File: src/logic/instr_decode_pkg.sv
/*
  Constants and carrier types for the 12-bit instruction decoder.
  Assumes a single core clock and instruction words arriving with a valid strobe.
*/
// What this block does
// - Each instruction is one 12-bit word, opcode high, operands low.
// - Byte operations: opcode bits 11..6, destination bit 5, file bits 4..0.
// - Destination 0 writes accumulator, 1 writes back the addressed file register.
// - Bit operations: opcode bits 11..8, bit index 7..5, file bits 4..0.
// - Literal/control ops: opcode bits 11..8, immediate byte bits 7..0.
// - Absolute jump: opcode bits 11..9, nine-bit target bits 8..0.
// - One instruction cycle normally, two if test true or program counter changes.
// - One instruction cycle is exactly four core clock periods.
// - Don't-care operand bits never affect decoding; sources should fill zeros.
// - Five-bit file field selects one of 32 file registers.
package instr_decode_pkg;
  localparam int WORD_W = 12;
  localparam int FILE_W = 5;
  localparam int BIT_W = 3;
  localparam int LIT_W = 8;
  localparam int JUMP_W = 9;
  localparam int FILE_COUNT = 32;
  localparam int PHASES_PER_CYCLE = 4;
  localparam int DEST_POS = 5;
  localparam int BIT_LSB = 5;
  localparam int JUMP_OPC_LSB = 9;
  localparam logic [2:0] JUMP_OPC = 3'h5;
  localparam logic [2:0] JUMP_ALT = 3'h5;
  localparam logic [1:0] PHASE_LAST = 2'h3;
  localparam logic [1:0] PHASE_FIRST = 2'h0;

  typedef enum logic [1:0] {
    FMT_BYTE,
    FMT_BIT,
    FMT_LITERAL,
    FMT_JUMP
  } fmt_t;

  typedef enum logic {
    DEST_ACC,
    DEST_FILE
  } dest_t;

  typedef struct packed {
    fmt_t fmt;
    logic [5:0] opcode;
    dest_t dest;
    logic [FILE_W-1:0] file_addr;
    logic [BIT_W-1:0] bit_index;
    logic [JUMP_W-1:0] operand;
  } decoded_t;
endpackage

File: src/logic/instr_decoder.sv
/*
  Twelve-bit instruction decoder with instruction-cycle sequencing.
  Assumes program memory presents a word with word_valid, and the core reports
  test or branch outcome during the cycle for the two-cycle cost.
*/
`timescale 1ns/1ps
module instr_decoder (
  // Clock and reset
  input wire logic core_clk,
  input wire logic sys_rst,
  // Instruction word from program memory
  input wire logic [instr_decode_pkg::WORD_W-1:0] instr_word,
  input wire logic word_valid,
  // Execution outcome from the core
  input wire logic test_true,
  input wire logic pc_changed,
  // Decoded fields, write flags and instruction-cycle status
  output instr_decode_pkg::decoded_t decoded_reg,
  output logic decoded_valid_reg,
  output logic [1:0] phase_reg,
  output logic cycle_end_reg,
  output logic second_cycle_reg,
  output logic acc_write_reg,
  output logic file_write_reg
);
  import instr_decode_pkg::*;

  decoded_t decoded_next;
  fmt_t fmt_next;
  logic busy_reg;
  logic accept;

  // Classify first, then pull fields; top bits alone pick the layout
  always_comb begin
    decoded_next = '0;
    if (instr_word[11:9] == JUMP_OPC) begin
      fmt_next = FMT_JUMP;
    end else if (instr_word[11:10] == 2'h1) begin
      fmt_next = FMT_BIT;
    end else if (instr_word[11:10] == 2'h0) begin
      fmt_next = FMT_BYTE;
    end else begin
      fmt_next = FMT_LITERAL;
    end
    decoded_next.fmt = fmt_next;
    unique case (fmt_next)
      FMT_BYTE: begin
        decoded_next.opcode = instr_word[11:6];
        decoded_next.dest = dest_t'(instr_word[DEST_POS]);
        decoded_next.file_addr = instr_word[FILE_W-1:0];
      end
      FMT_BIT: begin
        decoded_next.opcode = {2'h0, instr_word[11:8]};
        decoded_next.bit_index = instr_word[BIT_LSB+BIT_W-1:BIT_LSB];
        decoded_next.file_addr = instr_word[FILE_W-1:0];
      end
      FMT_LITERAL: begin
        decoded_next.opcode = {2'h0, instr_word[11:8]};
        decoded_next.operand = {1'b0, instr_word[LIT_W-1:0]};
      end
      FMT_JUMP: begin
        decoded_next.opcode = {3'h0, instr_word[11:JUMP_OPC_LSB]};
        decoded_next.operand = instr_word[JUMP_W-1:0];
      end
    endcase
  end

  // Off-phase words and words during a flush are dropped silently
  assign accept = word_valid && !busy_reg && phase_reg == PHASE_FIRST;

  always_ff @(posedge core_clk or posedge sys_rst) begin
    if (sys_rst) begin
      phase_reg <= PHASE_FIRST;
      cycle_end_reg <= 1'b0;
    end else begin
      phase_reg <= phase_reg + 2'h1;
      cycle_end_reg <= (phase_reg == 2'h2);
    end
  end

  always_ff @(posedge core_clk or posedge sys_rst) begin
    if (sys_rst) begin
      decoded_reg <= '0;
      decoded_valid_reg <= 1'b0;
      acc_write_reg <= 1'b0;
      file_write_reg <= 1'b0;
    end else if (accept) begin
      decoded_reg <= decoded_next;
      decoded_valid_reg <= 1'b1;
      acc_write_reg <= fmt_next == FMT_BYTE && decoded_next.dest == DEST_ACC;
      file_write_reg <= fmt_next == FMT_BYTE && decoded_next.dest == DEST_FILE;
    end else if (phase_reg == PHASE_LAST && !busy_reg) begin
      decoded_valid_reg <= 1'b0;
      acc_write_reg <= 1'b0;
      file_write_reg <= 1'b0;
    end
  end

  // Second instruction cycle is a flush; busy holds off the next fetch
  always_ff @(posedge core_clk or posedge sys_rst) begin
    if (sys_rst) begin
      busy_reg <= 1'b0;
      second_cycle_reg <= 1'b0;
    end else if (phase_reg == PHASE_LAST) begin
      if (busy_reg) begin
        busy_reg <= 1'b0;
        second_cycle_reg <= 1'b0;
      end else if (decoded_valid_reg && (test_true || pc_changed)) begin
        busy_reg <= 1'b1;
        second_cycle_reg <= 1'b1;
      end
    end
  end

  a_phase_wraps: assert property (@(posedge core_clk) disable iff (sys_rst)
    phase_reg == PHASE_LAST |=> phase_reg == PHASE_FIRST ##3 phase_reg == PHASE_LAST)
    else $error("Phase count is not four");
  a_cycle_end_pos: assert property (@(posedge core_clk) disable iff (sys_rst)
    cycle_end_reg |-> phase_reg == PHASE_LAST)
    else $error("Cycle end misplaced");
  a_two_cycle_cost: assert property (@(posedge core_clk) disable iff (sys_rst)
    phase_reg == PHASE_LAST && !busy_reg && decoded_valid_reg && pc_changed |=> second_cycle_reg [*4])
    else $error("Branch did not cost two cycles");
  a_one_cycle_cost: assert property (@(posedge core_clk) disable iff (sys_rst)
    phase_reg == PHASE_LAST && !busy_reg && !(decoded_valid_reg && (test_true || pc_changed)) |=> !second_cycle_reg)
    else $error("Plain instruction took two cycles");
  a_byte_fields: assert property (@(posedge core_clk) disable iff (sys_rst)
    accept && instr_word[11:10] == 2'h0 |=> decoded_reg.fmt == FMT_BYTE
      && decoded_reg.file_addr == $past(instr_word[4:0]) && decoded_reg.opcode == $past(instr_word[11:6]))
    else $error("Byte fields wrong");
  a_dest_select: assert property (@(posedge core_clk) disable iff (sys_rst)
    accept && instr_word[11:10] == 2'h0 |=> acc_write_reg == !$past(instr_word[5]) && file_write_reg != acc_write_reg)
    else $error("Destination select wrong");
  a_bit_fields: assert property (@(posedge core_clk) disable iff (sys_rst)
    accept && instr_word[11:10] == 2'h1 |=> decoded_reg.bit_index == $past(instr_word[7:5]))
    else $error("Bit index wrong");
  a_literal_fields: assert property (@(posedge core_clk) disable iff (sys_rst)
    accept && instr_word[11:10] != 2'h0 && instr_word[11:10] != 2'h1 && instr_word[11:9] != JUMP_OPC
      |=> decoded_reg.operand == {1'b0, $past(instr_word[7:0])} && decoded_reg.fmt == FMT_LITERAL)
    else $error("Literal fields wrong");
  a_jump_fields: assert property (@(posedge core_clk) disable iff (sys_rst)
    accept && instr_word[11:9] == JUMP_OPC |=> decoded_reg.operand == $past(instr_word[8:0]))
    else $error("Jump target wrong");
  a_no_fetch_busy: assert property (@(posedge core_clk) disable iff (sys_rst)
    busy_reg |=> $stable(decoded_reg))
    else $error("Fetch during flush cycle");
  c_branch: cover property (@(posedge core_clk) disable iff (sys_rst) second_cycle_reg);
  c_jump: cover property (@(posedge core_clk) disable iff (sys_rst) decoded_valid_reg && decoded_reg.fmt == FMT_JUMP);
  c_file_write: cover property (@(posedge core_clk) disable iff (sys_rst) file_write_reg);
  c_test_cost: cover property (@(posedge core_clk) disable iff (sys_rst)
    phase_reg == PHASE_LAST && !busy_reg && decoded_valid_reg && test_true);
  c_bit_format: cover property (@(posedge core_clk) disable iff (sys_rst)
    decoded_valid_reg && decoded_reg.fmt == FMT_BIT);

  // Unused fields read zero in every layout, so don't-care bits never leak out
  a_byte_unused: assert property (@(posedge core_clk) disable iff (sys_rst)
    accept && instr_word[11:10] == 2'h0 |=> decoded_reg.bit_index == 3'h0 && decoded_reg.operand == 9'h000)
    else $error("Byte layout shows unused fields");
  a_bit_unused: assert property (@(posedge core_clk) disable iff (sys_rst)
    accept && instr_word[11:10] == 2'h1 |=> decoded_reg.dest == DEST_ACC && decoded_reg.operand == 9'h000)
    else $error("Bit layout shows unused fields");
  a_literal_unused: assert property (@(posedge core_clk) disable iff (sys_rst)
    accept && instr_word[11:10] != 2'h0 && instr_word[11:10] != 2'h1 && instr_word[11:9] != JUMP_OPC
      |=> decoded_reg.file_addr == 5'h00 && decoded_reg.bit_index == 3'h0 && decoded_reg.dest == DEST_ACC)
    else $error("Literal layout shows unused fields");
  a_jump_unused: assert property (@(posedge core_clk) disable iff (sys_rst)
    accept && instr_word[11:9] == JUMP_OPC
      |=> decoded_reg.file_addr == 5'h00 && decoded_reg.bit_index == 3'h0 && decoded_reg.dest == DEST_ACC)
    else $error("Jump layout shows unused fields");

  // Opcode per layout, the shorter ones zero-extended
  a_bit_opcode: assert property (@(posedge core_clk) disable iff (sys_rst)
    accept && instr_word[11:10] == 2'h1 |=> decoded_reg.fmt == FMT_BIT
      && decoded_reg.opcode == {2'h0, $past(instr_word[11:8])} && decoded_reg.file_addr == $past(instr_word[4:0]))
    else $error("Bit opcode or file wrong");
  a_literal_opcode: assert property (@(posedge core_clk) disable iff (sys_rst)
    accept && instr_word[11:10] != 2'h0 && instr_word[11:10] != 2'h1 && instr_word[11:9] != JUMP_OPC
      |=> decoded_reg.opcode == {2'h0, $past(instr_word[11:8])})
    else $error("Literal opcode wrong");
  a_jump_opcode: assert property (@(posedge core_clk) disable iff (sys_rst)
    accept && instr_word[11:9] == JUMP_OPC |=> decoded_reg.fmt == FMT_JUMP
      && decoded_reg.opcode == {3'h0, $past(instr_word[11:9])})
    else $error("Jump opcode wrong");

  // One answer per accepted word; fields frozen otherwise
  a_answer_next: assert property (@(posedge core_clk) disable iff (sys_rst)
    accept |=> decoded_valid_reg)
    else $error("No answer after accept");
  a_hold_fields: assert property (@(posedge core_clk) disable iff (sys_rst)
    !accept |=> $stable(decoded_reg))
    else $error("Fields changed without a new word");
  a_valid_drop: assert property (@(posedge core_clk) disable iff (sys_rst)
    phase_reg == PHASE_LAST |=> !decoded_valid_reg && !acc_write_reg && !file_write_reg)
    else $error("Flags outlived their cycle");
  a_write_byte_only: assert property (@(posedge core_clk) disable iff (sys_rst)
    acc_write_reg || file_write_reg |-> decoded_valid_reg && decoded_reg.fmt == FMT_BYTE
      && file_write_reg == (decoded_reg.dest == DEST_FILE) && acc_write_reg != file_write_reg)
    else $error("Write flag without a byte operation");

  // Flush cycle and phase bookkeeping
  a_test_cost: assert property (@(posedge core_clk) disable iff (sys_rst)
    phase_reg == PHASE_LAST && !busy_reg && decoded_valid_reg && test_true |=> second_cycle_reg [*4])
    else $error("True test did not cost two cycles");
  a_flush_no_valid: assert property (@(posedge core_clk) disable iff (sys_rst)
    second_cycle_reg |-> !decoded_valid_reg)
    else $error("Valid fields during flush");
  a_flush_ends: assert property (@(posedge core_clk) disable iff (sys_rst)
    second_cycle_reg && phase_reg == PHASE_LAST |=> !second_cycle_reg)
    else $error("Flush ran past one cycle");
  a_phase_steps: assert property (@(posedge core_clk) disable iff (sys_rst)
    phase_reg != PHASE_LAST |=> phase_reg == $past(phase_reg) + 2'h1)
    else $error("Phase skipped a step");
  a_cycle_end_rise: assert property (@(posedge core_clk) disable iff (sys_rst)
    phase_reg == 2'h2 |=> cycle_end_reg)
    else $error("Cycle end missing");

  // Saturating count of clocks since the last accept; accepts land on whole cycles only
  logic [3:0] since_accept_reg;
  always_ff @(posedge core_clk or posedge sys_rst) begin
    if (sys_rst) begin
      since_accept_reg <= 4'h0;
    end else if (accept) begin
      since_accept_reg <= 4'h1;
    end else if (since_accept_reg != 4'h0 && since_accept_reg != 4'hf) begin
      since_accept_reg <= since_accept_reg + 4'h1;
    end
  end
  a_accept_spacing: assert property (@(posedge core_clk) disable iff (sys_rst)
    accept && since_accept_reg != 4'h0 && since_accept_reg != 4'hf |-> since_accept_reg[1:0] == 2'h0)
    else $error("Word accepted off the cycle boundary");
endmodule

File: config.mk
export PLATFORM = sky130hd
export DESIGN_NAME = instr_decoder
export DESIGN_NICKNAME = d
export VERILOG_FILES = /design/src/logic/instr_decode_pkg.sv /design/src/logic/instr_decoder.sv
export SDC_FILE = /design/constraint.sdc
export NUM_CORES = 1
export LEC_CHECK = 0
export BUFFER_PORTS_ARGS = -buffer_cell sky130_fd_sc_hd__buf_2
export CAP_MARGIN = 20
export CORE_ASPECT_RATIO = 1.4
export CORE_MARGIN = 4
export CORE_UTILIZATION = 30
export CTS_BUF_LIST = sky130_fd_sc_hd__clkbuf_2 sky130_fd_sc_hd__clkbuf_4 sky130_fd_sc_hd__clkbuf_8
export DETAILED_ROUTE_END_ITERATION = 12
export PLACE_DENSITY_LB_ADDON = 0.3
export SLEW_MARGIN = 20
export SYNTH_ARGS = -nofsm -noshare
export SYNTH_HDL_FRONTEND = slang
export SYNTH_SLANG_ARGS = --single-unit
File: constraint.sdc
create_clock -name core_clk -period 4.3 [get_ports core_clk]
set_input_delay 0.86 -clock core_clk [delete_from_list [all_inputs] [get_ports core_clk]]
set_output_delay 0.86 -clock core_clk [all_outputs]
set_load 0.02 [all_outputs]
# Yosys cells after proc, flatten, opt, wreduce, memory -nomap -nowiden
# Cells that the tools add are included.
[totals] elab_cells=54 in_bits=17 output_inout_bits=33 regBits=34
[classes] add_sub_neg=1 n_reduce_logical=16 n_eq_ne=7 muxes=16 n_bitwise=1
[ops] operator="$pmux 6 s3" n=1
[ops] operator="$pmux 9 s2" n=1
[ops] operator="$mux 1" n=9
[ops] operator="$eq 2x2->1 const B" n=4
[ops] operator="$logic_and 1x1->1" n=6
[ops] operator="$logic_not 2->1" n=3
[ops] operator="$mux 2" n=3
[ops] operator="$mux 5" n=1
[ops] operator="$eq 2x1->1 const B" n=2
[ops] operator="$reduce_bool 2->1" n=2
[ops] operator="$reduce_or 2->1" n=2
[ops] operator="$eq 3x3->1 const B" n=1
[ops] operator="$mux 3" n=1
[ops] operator="$add 2x1->2 const B" n=1
[ops] operator="$reduce_and 2->1" n=1
[ops] operator="$logic_not 1->1" n=1
[ops] operator="$logic_or 1x1->1" n=1
[ops] operator="$not 1->1" n=1

# Logic depth before layout (Yosys ltp)
# Gate-level depths: netlist of run 1.
[depth] depth_word=9 ltp_mapped=6

# Worst setup path after synthesis of run 1
# OpenSTA, ideal clock, no wires.
[synth_path] kind="in2reg" from="in word_valid" to="reg decoded_reg[17] in the netlist's numbering" setup_slack_ns=2.701 setup_ns=0.066 path_stages=3 arrival_time_ns=1.533 cell_sequence="nand3b_4 > or4b_1 > nand2_1"
[synth_via] elab_chain_cells=2
[synth_lines] item="start, declared" line_no="instr_decoder.sv:13" text="input wire logic word_valid,"
[synth_lines] item="$logic_and 1x1->1 (2 in series)" line_no="instr_decoder.sv:69" text="assign accept = word_valid && !busy_reg && phase_reg == PHASE_FIRST;"
[synth_lines] item="end signal, assigned" line_no="instr_decoder.sv:88" text="decoded_reg <= decoded_next;"
[synth_lines] item="end, declared" line_no="instr_decoder.sv:18" text="output instr_decode_pkg::decoded_t decoded_reg,"
# Every way passes these cells.
# A chain may end at the register's enable or synchronous reset.

# Worst setup path after layout of run 1
[layout_path] from="reg phase_reg[0]" to="reg decoded_reg[17] in the netlist's numbering"
[layout_via] elab_chain_cells=2
[layout_lines] item="start, declared" line_no="instr_decoder.sv:20" text="output logic [1:0] phase_reg,"
[layout_lines] item="start signal, assigned" line_no="instr_decoder.sv:76" text="phase_reg <= phase_reg + 2'h1;"
[layout_lines] item="$logic_not 2->1" line_no="instr_decoder.sv:69"
[layout_lines] item="$logic_and 1x1->1" line_no="instr_decoder.sv:69"
# Every way passes these cells.

==> impl_table.tex, run 1 <==
\begin{tabular}{lr}
\hline
Metric & Value \\
\hline
\multicolumn{2}{l}{\textbf{Timing}} \\
\quad Worst hold slack & 0.4770 ns \\
\quad Max Clk Rate & 0.5262 GHz \\
\quad Slew Limit Headroom & 0.6650 \\
\quad Number of hold-slack violations in the final timing report & 0 \\
\quad Worst slew pin tran & 0.5025 ns \\
\quad Max-slew violation total from the final report & 0 \\
\quad Setup violation total in the final timing report & 0 \\
\quad Setup tns final & 0 ns \\
\quad Clk\_skew & 0.006065 ns \\
\quad Unrepaired setup endpoints after global routing & false \\
\quad Post-layout min period & 1.900 ns \\
\quad Share of the cycle needed by the critical path after routing & 0.4419 \\
\multicolumn{2}{l}{\textbf{Yosys}} \\
\quad Mean post-synth cell area & 10.21 um2 \\
\quad Leading area contributor after synthesis & sky130\_fd\_sc\_hd\_\_dfrtp\_1 \\
\quad Share of Yosys cell area claimed by the top area cell type & 0.6126 \\
\quad Sequential share of the synthesized area & 0.6126 \\
\quad Post-synthesis share of cell area spent on and, or, nand and nor gates & 0.1946 \\
\quad Net count after synthesis & 156 \\
\quad Number of warnings printed during yosys synthesis & 0 \\
\quad Post-synthesis instance area & 0.001389 mm2 \\
\quad Combinational family with the most area after synthesis & simple AND/OR/NAND/NOR gates \\
\quad Post-synthesis share of cell area spent on full adders, half adders and majority gates & 0.02703 \\
\quad Flops \& latches, synth & 34 \\
\quad XOR/XNOR share of the synthesized area & 0.006306 \\
\quad Compound-Gate Fraction of Synth Area & 0.1126 \\
\quad Synth cell types & 24 \\
\quad Mux share of post-synthesis cell area & 0.01532 \\
\quad Count of mapped cells out of synthesis & 136 \\
\quad Top cells by area, synth & sky130\_fd\_sc\_hd\_\_dfrtp\_1, sky130\_fd\_sc\_hd\_\_nand2\_1, sky130\_fd\_sc\_hd\_\_o21ai\_0 \\
\multicolumn{2}{l}{\textbf{Worst hold path}} \\
\quad Hold path cells & 2 \\
\quad Hold Crit Start & decoded\_reg[8]\$\_DFFE\_PP0P\_ \\
\quad Hold Crit Endpoint & decoded\_reg[8]\$\_DFFE\_PP0P\_ \\
\quad Worst hold-check path type & reg -> reg \\
\multicolumn{2}{l}{\textbf{Worst setup path}} \\
\quad Worst R2R End & decoded\_reg[17]\$\_DFFE\_PP0P\_ \\
\quad Number of buffers and inverters on the critical path & 1 \\
\quad Largest stage delay, worst path & 0.66 ns \\
\quad WP data arrival & 2.12 ns \\
\quad Worst Reg2Reg Path Length in Cells & 5 \\
\quad Critical path depth in cells & 5 \\
\quad Highest fanout seen on the critical path & 53 \\
\quad Critical-path top delay cell & sky130\_fd\_sc\_hd\_\_or4b\_1 \\
\quad CP Capture Type & register \\
\quad Reg2Reg Setup Slack & 2.40 ns \\
\quad Origin of the critical flop-to-flop path & phase\_reg[0]\$\_DFF\_PP0\_ \\
\quad Critical Path, Cell by Cell & inv\_1, ha\_1, nand3b\_4, or4b\_1, nand2\_1 \\
\quad Critical path class & reg -> reg \\
\quad Required @ worst endpoint & 4.52 ns \\
\quad Launching element type of the critical path & register \\
\quad Family of cells with the greatest summed delay on the critical path & simple AND/OR/NAND/NOR gates \\
\multicolumn{2}{l}{\textbf{Clocking}} \\
\quad CTS tree & done \\
\quad Clock buffers created by TritonCTS & 5 \\
\quad Post-CTS Setup Inserts & 0 \\
\quad CTS root buffer & sky130\_fd\_sc\_hd\_\_clkbuf\_8 \\
\quad Total number of clock tree sinks & 34 \\
\quad Post-CTS resize count & 0 \\
\quad Clock Tree Buf Depth & 2 \\
\quad Latest clock arrival within the worst-skew pair & 0.28 ns \\
\quad Count of hold-fix buffers inserted at cts & 0 \\
\quad Reg clk slew, reported paths & 0.06 ns \\
\quad Deepest level of the CTS H-tree & 2 \\
\multicolumn{2}{l}{\textbf{Finish}} \\
\quad Synthesis-to-finish area growth & 29.91\% \\
\quad Fill cell count & 478 \\
\quad Fraction of layout instances using a drive strength above 1 & 0.3209 \\
\quad Most common cell after layout, fill and taps aside & sky130\_fd\_sc\_hd\_\_buf\_2 \\
\quad Core Util, Final & 0.4010 \\
\quad Total number of nets in the final design & 206 \\
\quad Flip-flop count of the largest register, all copies and words added & 26 \\
\quad Top library cells by usage in the layout, fill and taps aside & sky130\_fd\_sc\_hd\_\_buf\_2, sky130\_fd\_sc\_hd\_\_nand2\_1, sky130\_fd\_sc\_hd\_\_dfrtp\_1 \\
\quad Ant diodes & 0 \\
\multicolumn{2}{l}{\textbf{Detailed routing}} \\
\quad DR vias & 1,088 \\
\quad Antenna Violating Nets Remaining & 0 \\
\quad Total Wirelength & 3043 um \\
\quad Initial DRC Count & 91 \\
\quad DRC violation count after routing & 0 \\
\quad Routed len/inst & 12.22 um \\
\quad Via density per instance & 4.369 \\
\quad Number of detailed-routing iterations run before antenna repair & 4 \\
\multicolumn{2}{l}{\textbf{GRT}} \\
\quad Initial antenna violation count & 0 \\
\quad Overall track demand over capacity in global routing & 0.1176 \\
\quad GR Overflow Total & 0 \\
\quad Number of global-route vias before repair & 1,067 \\
\quad First-pass GRT wire length & 5064 um \\
\quad Largest net degree at the start of global routing & 54 \\
\multicolumn{2}{l}{\textbf{Placement}} \\
\quad Final Wtd Congestion & 0.7102 \\
\quad Quantity of I/O buffers inserted on ports & 49 \\
\multicolumn{2}{l}{\textbf{Pwr}} \\
\quad Leakage dissipation & 0.9706 nW \\
\quad Total power density per cell area & 461.9 mW/mm2 \\
\quad Total power & 0.8333 mW \\
\quad Largest vdd supply drop & 0.1988 mV \\
\multicolumn{2}{l}{\textbf{Run}} \\
\quad Max-capacitance violation count & 0 \\
\multicolumn{2}{l}{\textbf{Floorplanning}} \\
\quad Overall die width & 65.51 um \\
\quad DIE HEIGHT & 88.51 um \\
\quad Top-level I/O count & 50 \\
\quad Area of the die & 0.005798 mm2 \\
\quad Initial Util & 0.3087 \\
\quad Core region area & 0.004499 mm2 \\
\quad Number of placement rows & 29 \\
\multicolumn{2}{l}{\textbf{Outcome}} \\
\quad Run status & finished clean \\
\hline
\end{tabular}
==> final cells by class <==
| cell class | instances | area [um2] | share of cell area |
|---|---|---|---|
| Sequential cell | 34 | 850.8 | 0.4716 |
| Multi-Input combinational cell | 91 | 494.2 | 0.2739 |
| Timing Repair Buffer | 50 | 252.7 | 0.1401 |
| Clock buffer | 7 | 83.83 | 0.04646 |
| Tap cell | 62 | 77.57 | 0.04300 |
| Clock inverter | 1 | 30.03 | 0.01664 |
| Inverter | 4 | 15.01 | 0.008322 |
==> worst max-delay path by stage <==
stage | startpoint | end | slack [ns]
2_1_floorplan | sys_rst | acc_write_reg$_DFFE_PP0P_ | 2.69
3_3_place_gp | word_valid | file_write_reg$_DFFE_PP0P_ | 2.13
3_5_place_dp | word_valid | file_write_reg$_DFFE_PP0P_ | 2.13
4_1_cts | phase_reg[0]$_DFF_PP0_ | decoded_reg[17]$_DFFE_PP0P_ | 2.38
5_1_grt | phase_reg[0]$_DFF_PP0_ | file_write_reg$_DFFE_PP0P_ | 2.22
6_report | phase_reg[0]$_DFF_PP0_ | decoded_reg[17]$_DFFE_PP0P_ | 2.40
==> through the flow <==
step                      instance area (um2)  instances  setup slack, ns
after global placement                   1690        241            2.129
final                                    1804        249            2.400
after global routing                     1804        249            2.221
after CTS                                1804        249            2.377
after detailed placement                 1690        241            2.133
after floorplan                          1389        136            2.692
==> synthesized netlist by cell type, drive strengths merged <==
cell	instances
or4b	1
inv	4
buf	2
nor2	1
xnor2	1
o21ai	21
o41ai	1
a21oi	1
ha	3
mux2	1
nand2b	6
mux2i	1
nor2b	3
nor3	2
nand2	38
and2	2
a211oi	1
o211ai	1
o31ai	1
nand3b	1
nand3	3
clkbuf	5
a22oi	2
dfrtp	34
==> tightest hold or removal path, cell delays in order, from the launching register on <==
cell and delay (ns):
sky130_fd_sc_hd__dfrtp_1 0.34, sky130_fd_sc_hd__nand2_1 0.04, sky130_fd_sc_hd__o21ai_0 0.06
==> where the power goes <==
| group | switching (mW) | internal, mW |
|---|---|---|
| sequential | 0.0226 | 0.362 |
| clock | 0.106 | 0.186 |
| combinational | 0.101 | 0.0555 |
| total | 0.230 | 0.603 |
==> kinds of logic (layout without fill, tap and decap cells) <==
group                    Yosys count  count (layout)
adder cells (fa/ha/maj)            3               3
AO/OA/AOI/OAI                     28              28
AND/OR/NAND/NOR                   57              57
multiplexers                       2               2
flip-flops                        34              34
buffers and inverters             11              62
XOR/XNOR                           1               1
==> routing by layer <==
metal / routed length, um / global-route usage / vias to the layer above
li1: - / - / 547
met1: 1275 / 0.1311 / 499
met2: 1469 / 0.1982 / 36
met3: 220 / 0.03558 / 6
met4: 78 / 0.06792 / 0
met5: 0 / 0 / -
No activity file was read; power rests on OpenSTA's default activity.
==> run 2: changes to the inputs <==
Clock period 4.3 ns to 1.7 ns, I/O delays scaled along.
==> run 2 against run 1 <==
Fmax increased by 25%. Global-route usage about the same. Clock skew decreased by 0.0028 ns. Power increased by 150%. Clock power increased by 130%. Sequential share of layout area decreased by 0.42 points. First-iteration DRC count increased by 22%. Cell area increased by 0.90%. Critical endpoint is now file_write_reg$_DFFE_PP0P_. Highest routed layer unchanged.
==> impl_table.tex, run 2 (synthesis gave the netlist of run 1 again) <==
\begin{tabular}{lr}
\hline
Metric & Value \\
\hline
\multicolumn{2}{l}{\textbf{Detailed routing}} \\
\quad Initial DRC Count & 111 \\
\quad Routed len/inst & 12.12 um \\
\quad DRC violation count after routing & 0 \\
\quad Total Wirelength & 3029 um \\
\quad Via density per instance & 4.280 \\
\quad DR vias & 1,070 \\
\quad Number of detailed-routing iterations run before antenna repair & 4 \\
\quad Antenna Violating Nets Remaining & 0 \\
\multicolumn{2}{l}{\textbf{Finish}} \\
\quad Synthesis-to-finish area growth & 31.08\% \\
\quad Flip-flop count of the largest register, all copies and words added & 26 \\
\quad Top library cells by usage in the layout, fill and taps aside & sky130\_fd\_sc\_hd\_\_buf\_2, sky130\_fd\_sc\_hd\_\_nand2\_1, sky130\_fd\_sc\_hd\_\_dfrtp\_1 \\
\quad Fraction of layout instances using a drive strength above 1 & 0.3245 \\
\quad Total number of nets in the final design & 207 \\
\quad Most common cell after layout, fill and taps aside & sky130\_fd\_sc\_hd\_\_buf\_2 \\
\quad Non-Filler Cell Area, Final & 0.001821 mm2 \\
\quad Ant diodes & 0 \\
\multicolumn{2}{l}{\textbf{GRT}} \\
\quad Initial antenna violation count & 0 \\
\quad Largest net degree at the start of global routing & 46 \\
\quad GR Overflow Total & 0 \\
\quad Number of global-route vias before repair & 1,038 \\
\quad First-pass GRT wire length & 5016 um \\
\quad Overall track demand over capacity in global routing & 0.1180 \\
\multicolumn{2}{l}{\textbf{Pwr}} \\
\quad Largest vdd supply drop & 0.3744 mV \\
\quad Total power density per cell area & 1129 mW/mm2 \\
\quad Proportion of power drawn by combinational gates & 0.194 \\
\quad Net switching fraction of the power & 0.2875 \\
\quad Total internal power & 1.464 mW \\
\quad Leakage dissipation & 0.9795 nW \\
\quad Net switching power & 0.5909 mW \\
\quad Proportion of power drawn by the clock network & 0.333 \\
\quad Flop pwr share & 0.473 \\
\multicolumn{2}{l}{\textbf{Outcome}} \\
\quad Run status & finished clean \\
\multicolumn{2}{l}{\textbf{Clocking}} \\
\quad Deepest level of the CTS H-tree & 2 \\
\quad Total number of clock tree sinks & 34 \\
\quad Reg clk slew, reported paths & 0.07 ns \\
\quad Count of hold-fix buffers inserted at cts & 0 \\
\quad Clock Tree Buf Depth & 2 \\
\quad Latest clock arrival within the worst-skew pair & 0.28 ns \\
\quad Post-CTS Setup Inserts & 0 \\
\quad Post-CTS resize count & 0 \\
\quad CTS root buffer & sky130\_fd\_sc\_hd\_\_clkbuf\_8 \\
\quad Clock buffers created by TritonCTS & 5 \\
\quad CTS tree & done \\
\multicolumn{2}{l}{\textbf{Run}} \\
\quad Max-capacitance violation count & 0 \\
\multicolumn{2}{l}{\textbf{Timing}} \\
\quad Worst slew pin tran & 0.4278 ns \\
\quad Number of hold-slack violations in the final timing report & 0 \\
\quad Setup violation total in the final timing report & 0 \\
\quad Max Clk Rate & 0.6592 GHz \\
\quad Slew Limit Headroom & 0.7148 \\
\quad Setup tns final & 0 ns \\
\quad Post-layout min period & 1.517 ns \\
\quad Share of the cycle needed by the critical path after routing & 0.8924 \\
\quad Max-slew violation total from the final report & 0 \\
\quad Clk\_skew & 0.003261 ns \\
\quad Unrepaired setup endpoints after global routing & false \\
\multicolumn{2}{l}{\textbf{Worst setup path}} \\
\quad Required @ worst endpoint & 1.92 ns \\
\quad Critical path class & reg -> reg \\
\quad Highest fanout seen on the critical path & 9 \\
\quad Launching element type of the critical path & register \\
\quad Origin of the critical flop-to-flop path & phase\_reg[0]\$\_DFF\_PP0\_ \\
\quad Worst setup path startpoint & phase\_reg[0]\$\_DFF\_PP0\_ \\
\quad CP Capture Type & register \\
\quad WP data arrival & 1.74 ns \\
\quad Worst Reg2Reg Path Length in Cells & 5 \\
\multicolumn{2}{l}{\textbf{Floorplanning}} \\
\quad Area of the die & 0.005798 mm2 \\
\quad Core region area & 0.004499 mm2 \\
\quad Top-level I/O count & 50 \\
\quad Initial Util & 0.3087 \\
\quad DIE HEIGHT & 88.51 um \\
\quad Number of placement rows & 29 \\
\quad Overall die width & 65.51 um \\
\multicolumn{2}{l}{\textbf{Placement}} \\
\quad Quantity of I/O buffers inserted on ports & 49 \\
\quad Placed cell areas & 0.001710 mm2 \\
\quad Final Wtd Congestion & 0.6752 \\
\quad Post-DP HPWL & 2222 um \\
\multicolumn{2}{l}{\textbf{Worst hold path}} \\
\quad Worst hold-check path type & in -> async \\
\hline
\end{tabular}
[run 2: cell count changes in the layout (fill, tap and decap cells not counted), sizes merged]
cell | previous run | this run
bufinv | 1 | 0
clkbuf | 7 | 8
buf | 50 | 51
[run 2: layout make-up]
| cell class | count | area (um2) |
|---|---|---|
| clock buffer | 8 | 110.1 |
| fill | 471 | 2679 |
| inverter | 4 | 15.01 |
| multi-input combinational | 91 | 494.2 |
| sequential | 34 | 850.8 |
| tap | 62 | 77.57 |
| timing repair buffer | 51 | 272.8 |
[run 2: power groups by stage]
stage | sequential [mW] | clock, mW | combinational, mW
global route | 0.987 | 0.748 | 0.445
detailed placement | 0.989 | 0 | 0.409
floorplan | 1.11 | 0 | 0.113
global placement | 0.988 | 0 | 0.405
finish | 0.972 | 0.685 | 0.398
CTS | 0.975 | 0.716 | 0.409
[run 2: worst paths after layout]
| check | to | slack (ns) |
|---|---|---|
| setup / recovery | file_write_reg$_DFFE_PP0P_ | 0.18 |
| hold / removal | decoded_reg[24]$_DFFE_PP0P_ | 0.14 |
| setup reg to reg | file_write_reg$_DFFE_PP0P_ | 0.18 |
| hold reg to reg | decoded_reg[4]$_DFFE_PP0P_ | 0.47 |
| max in group asynchronous | decoded_reg[5]$_DFFE_PP0P_ | 1.25 |
| min in group core_clk | decoded_reg[4]$_DFFE_PP0P_ | 0.31 |
[run 2: routing by layer]
layer / vias to the layer above / track usage / share of wire
met2: 37 / 0.1770 / 0.47
met4: 0 / 0.06792 / 0.025
met5: - / 0 / 0
met3: 6 / 0.04193 / 0.073
li1: 547 / - / -
met1: 480 / 0.1467 / 0.43
[run 2: per-stage QoR]
step                hold slack [ns]  cells  power [mW]  setup WS [ns]    util
finish                       0.1388    250       2.055         0.1829  0.4046
global route                 0.1860    250       2.179        0.07211  0.4046
CTS                          0.1505    250       2.100         0.1741  0.4046
detailed placement           0.4641    242       1.398         0.1869  0.3801
global placement             0.4554    242       1.393         0.2110  0.3801
floorplan                    0.4345    136       1.225         0.1845       -
[run 2: worst max-delay path, cell delays in order (launching register included)]
cell and delay [ns]:
sky130_fd_sc_hd__dfrtp_1 0.39, sky130_fd_sc_hd__inv_1 0.10, sky130_fd_sc_hd__ha_1 0.20, sky130_fd_sc_hd__nand3b_4 0.15, sky130_fd_sc_hd__or4b_1 0.55, sky130_fd_sc_hd__nand2_1 0.07
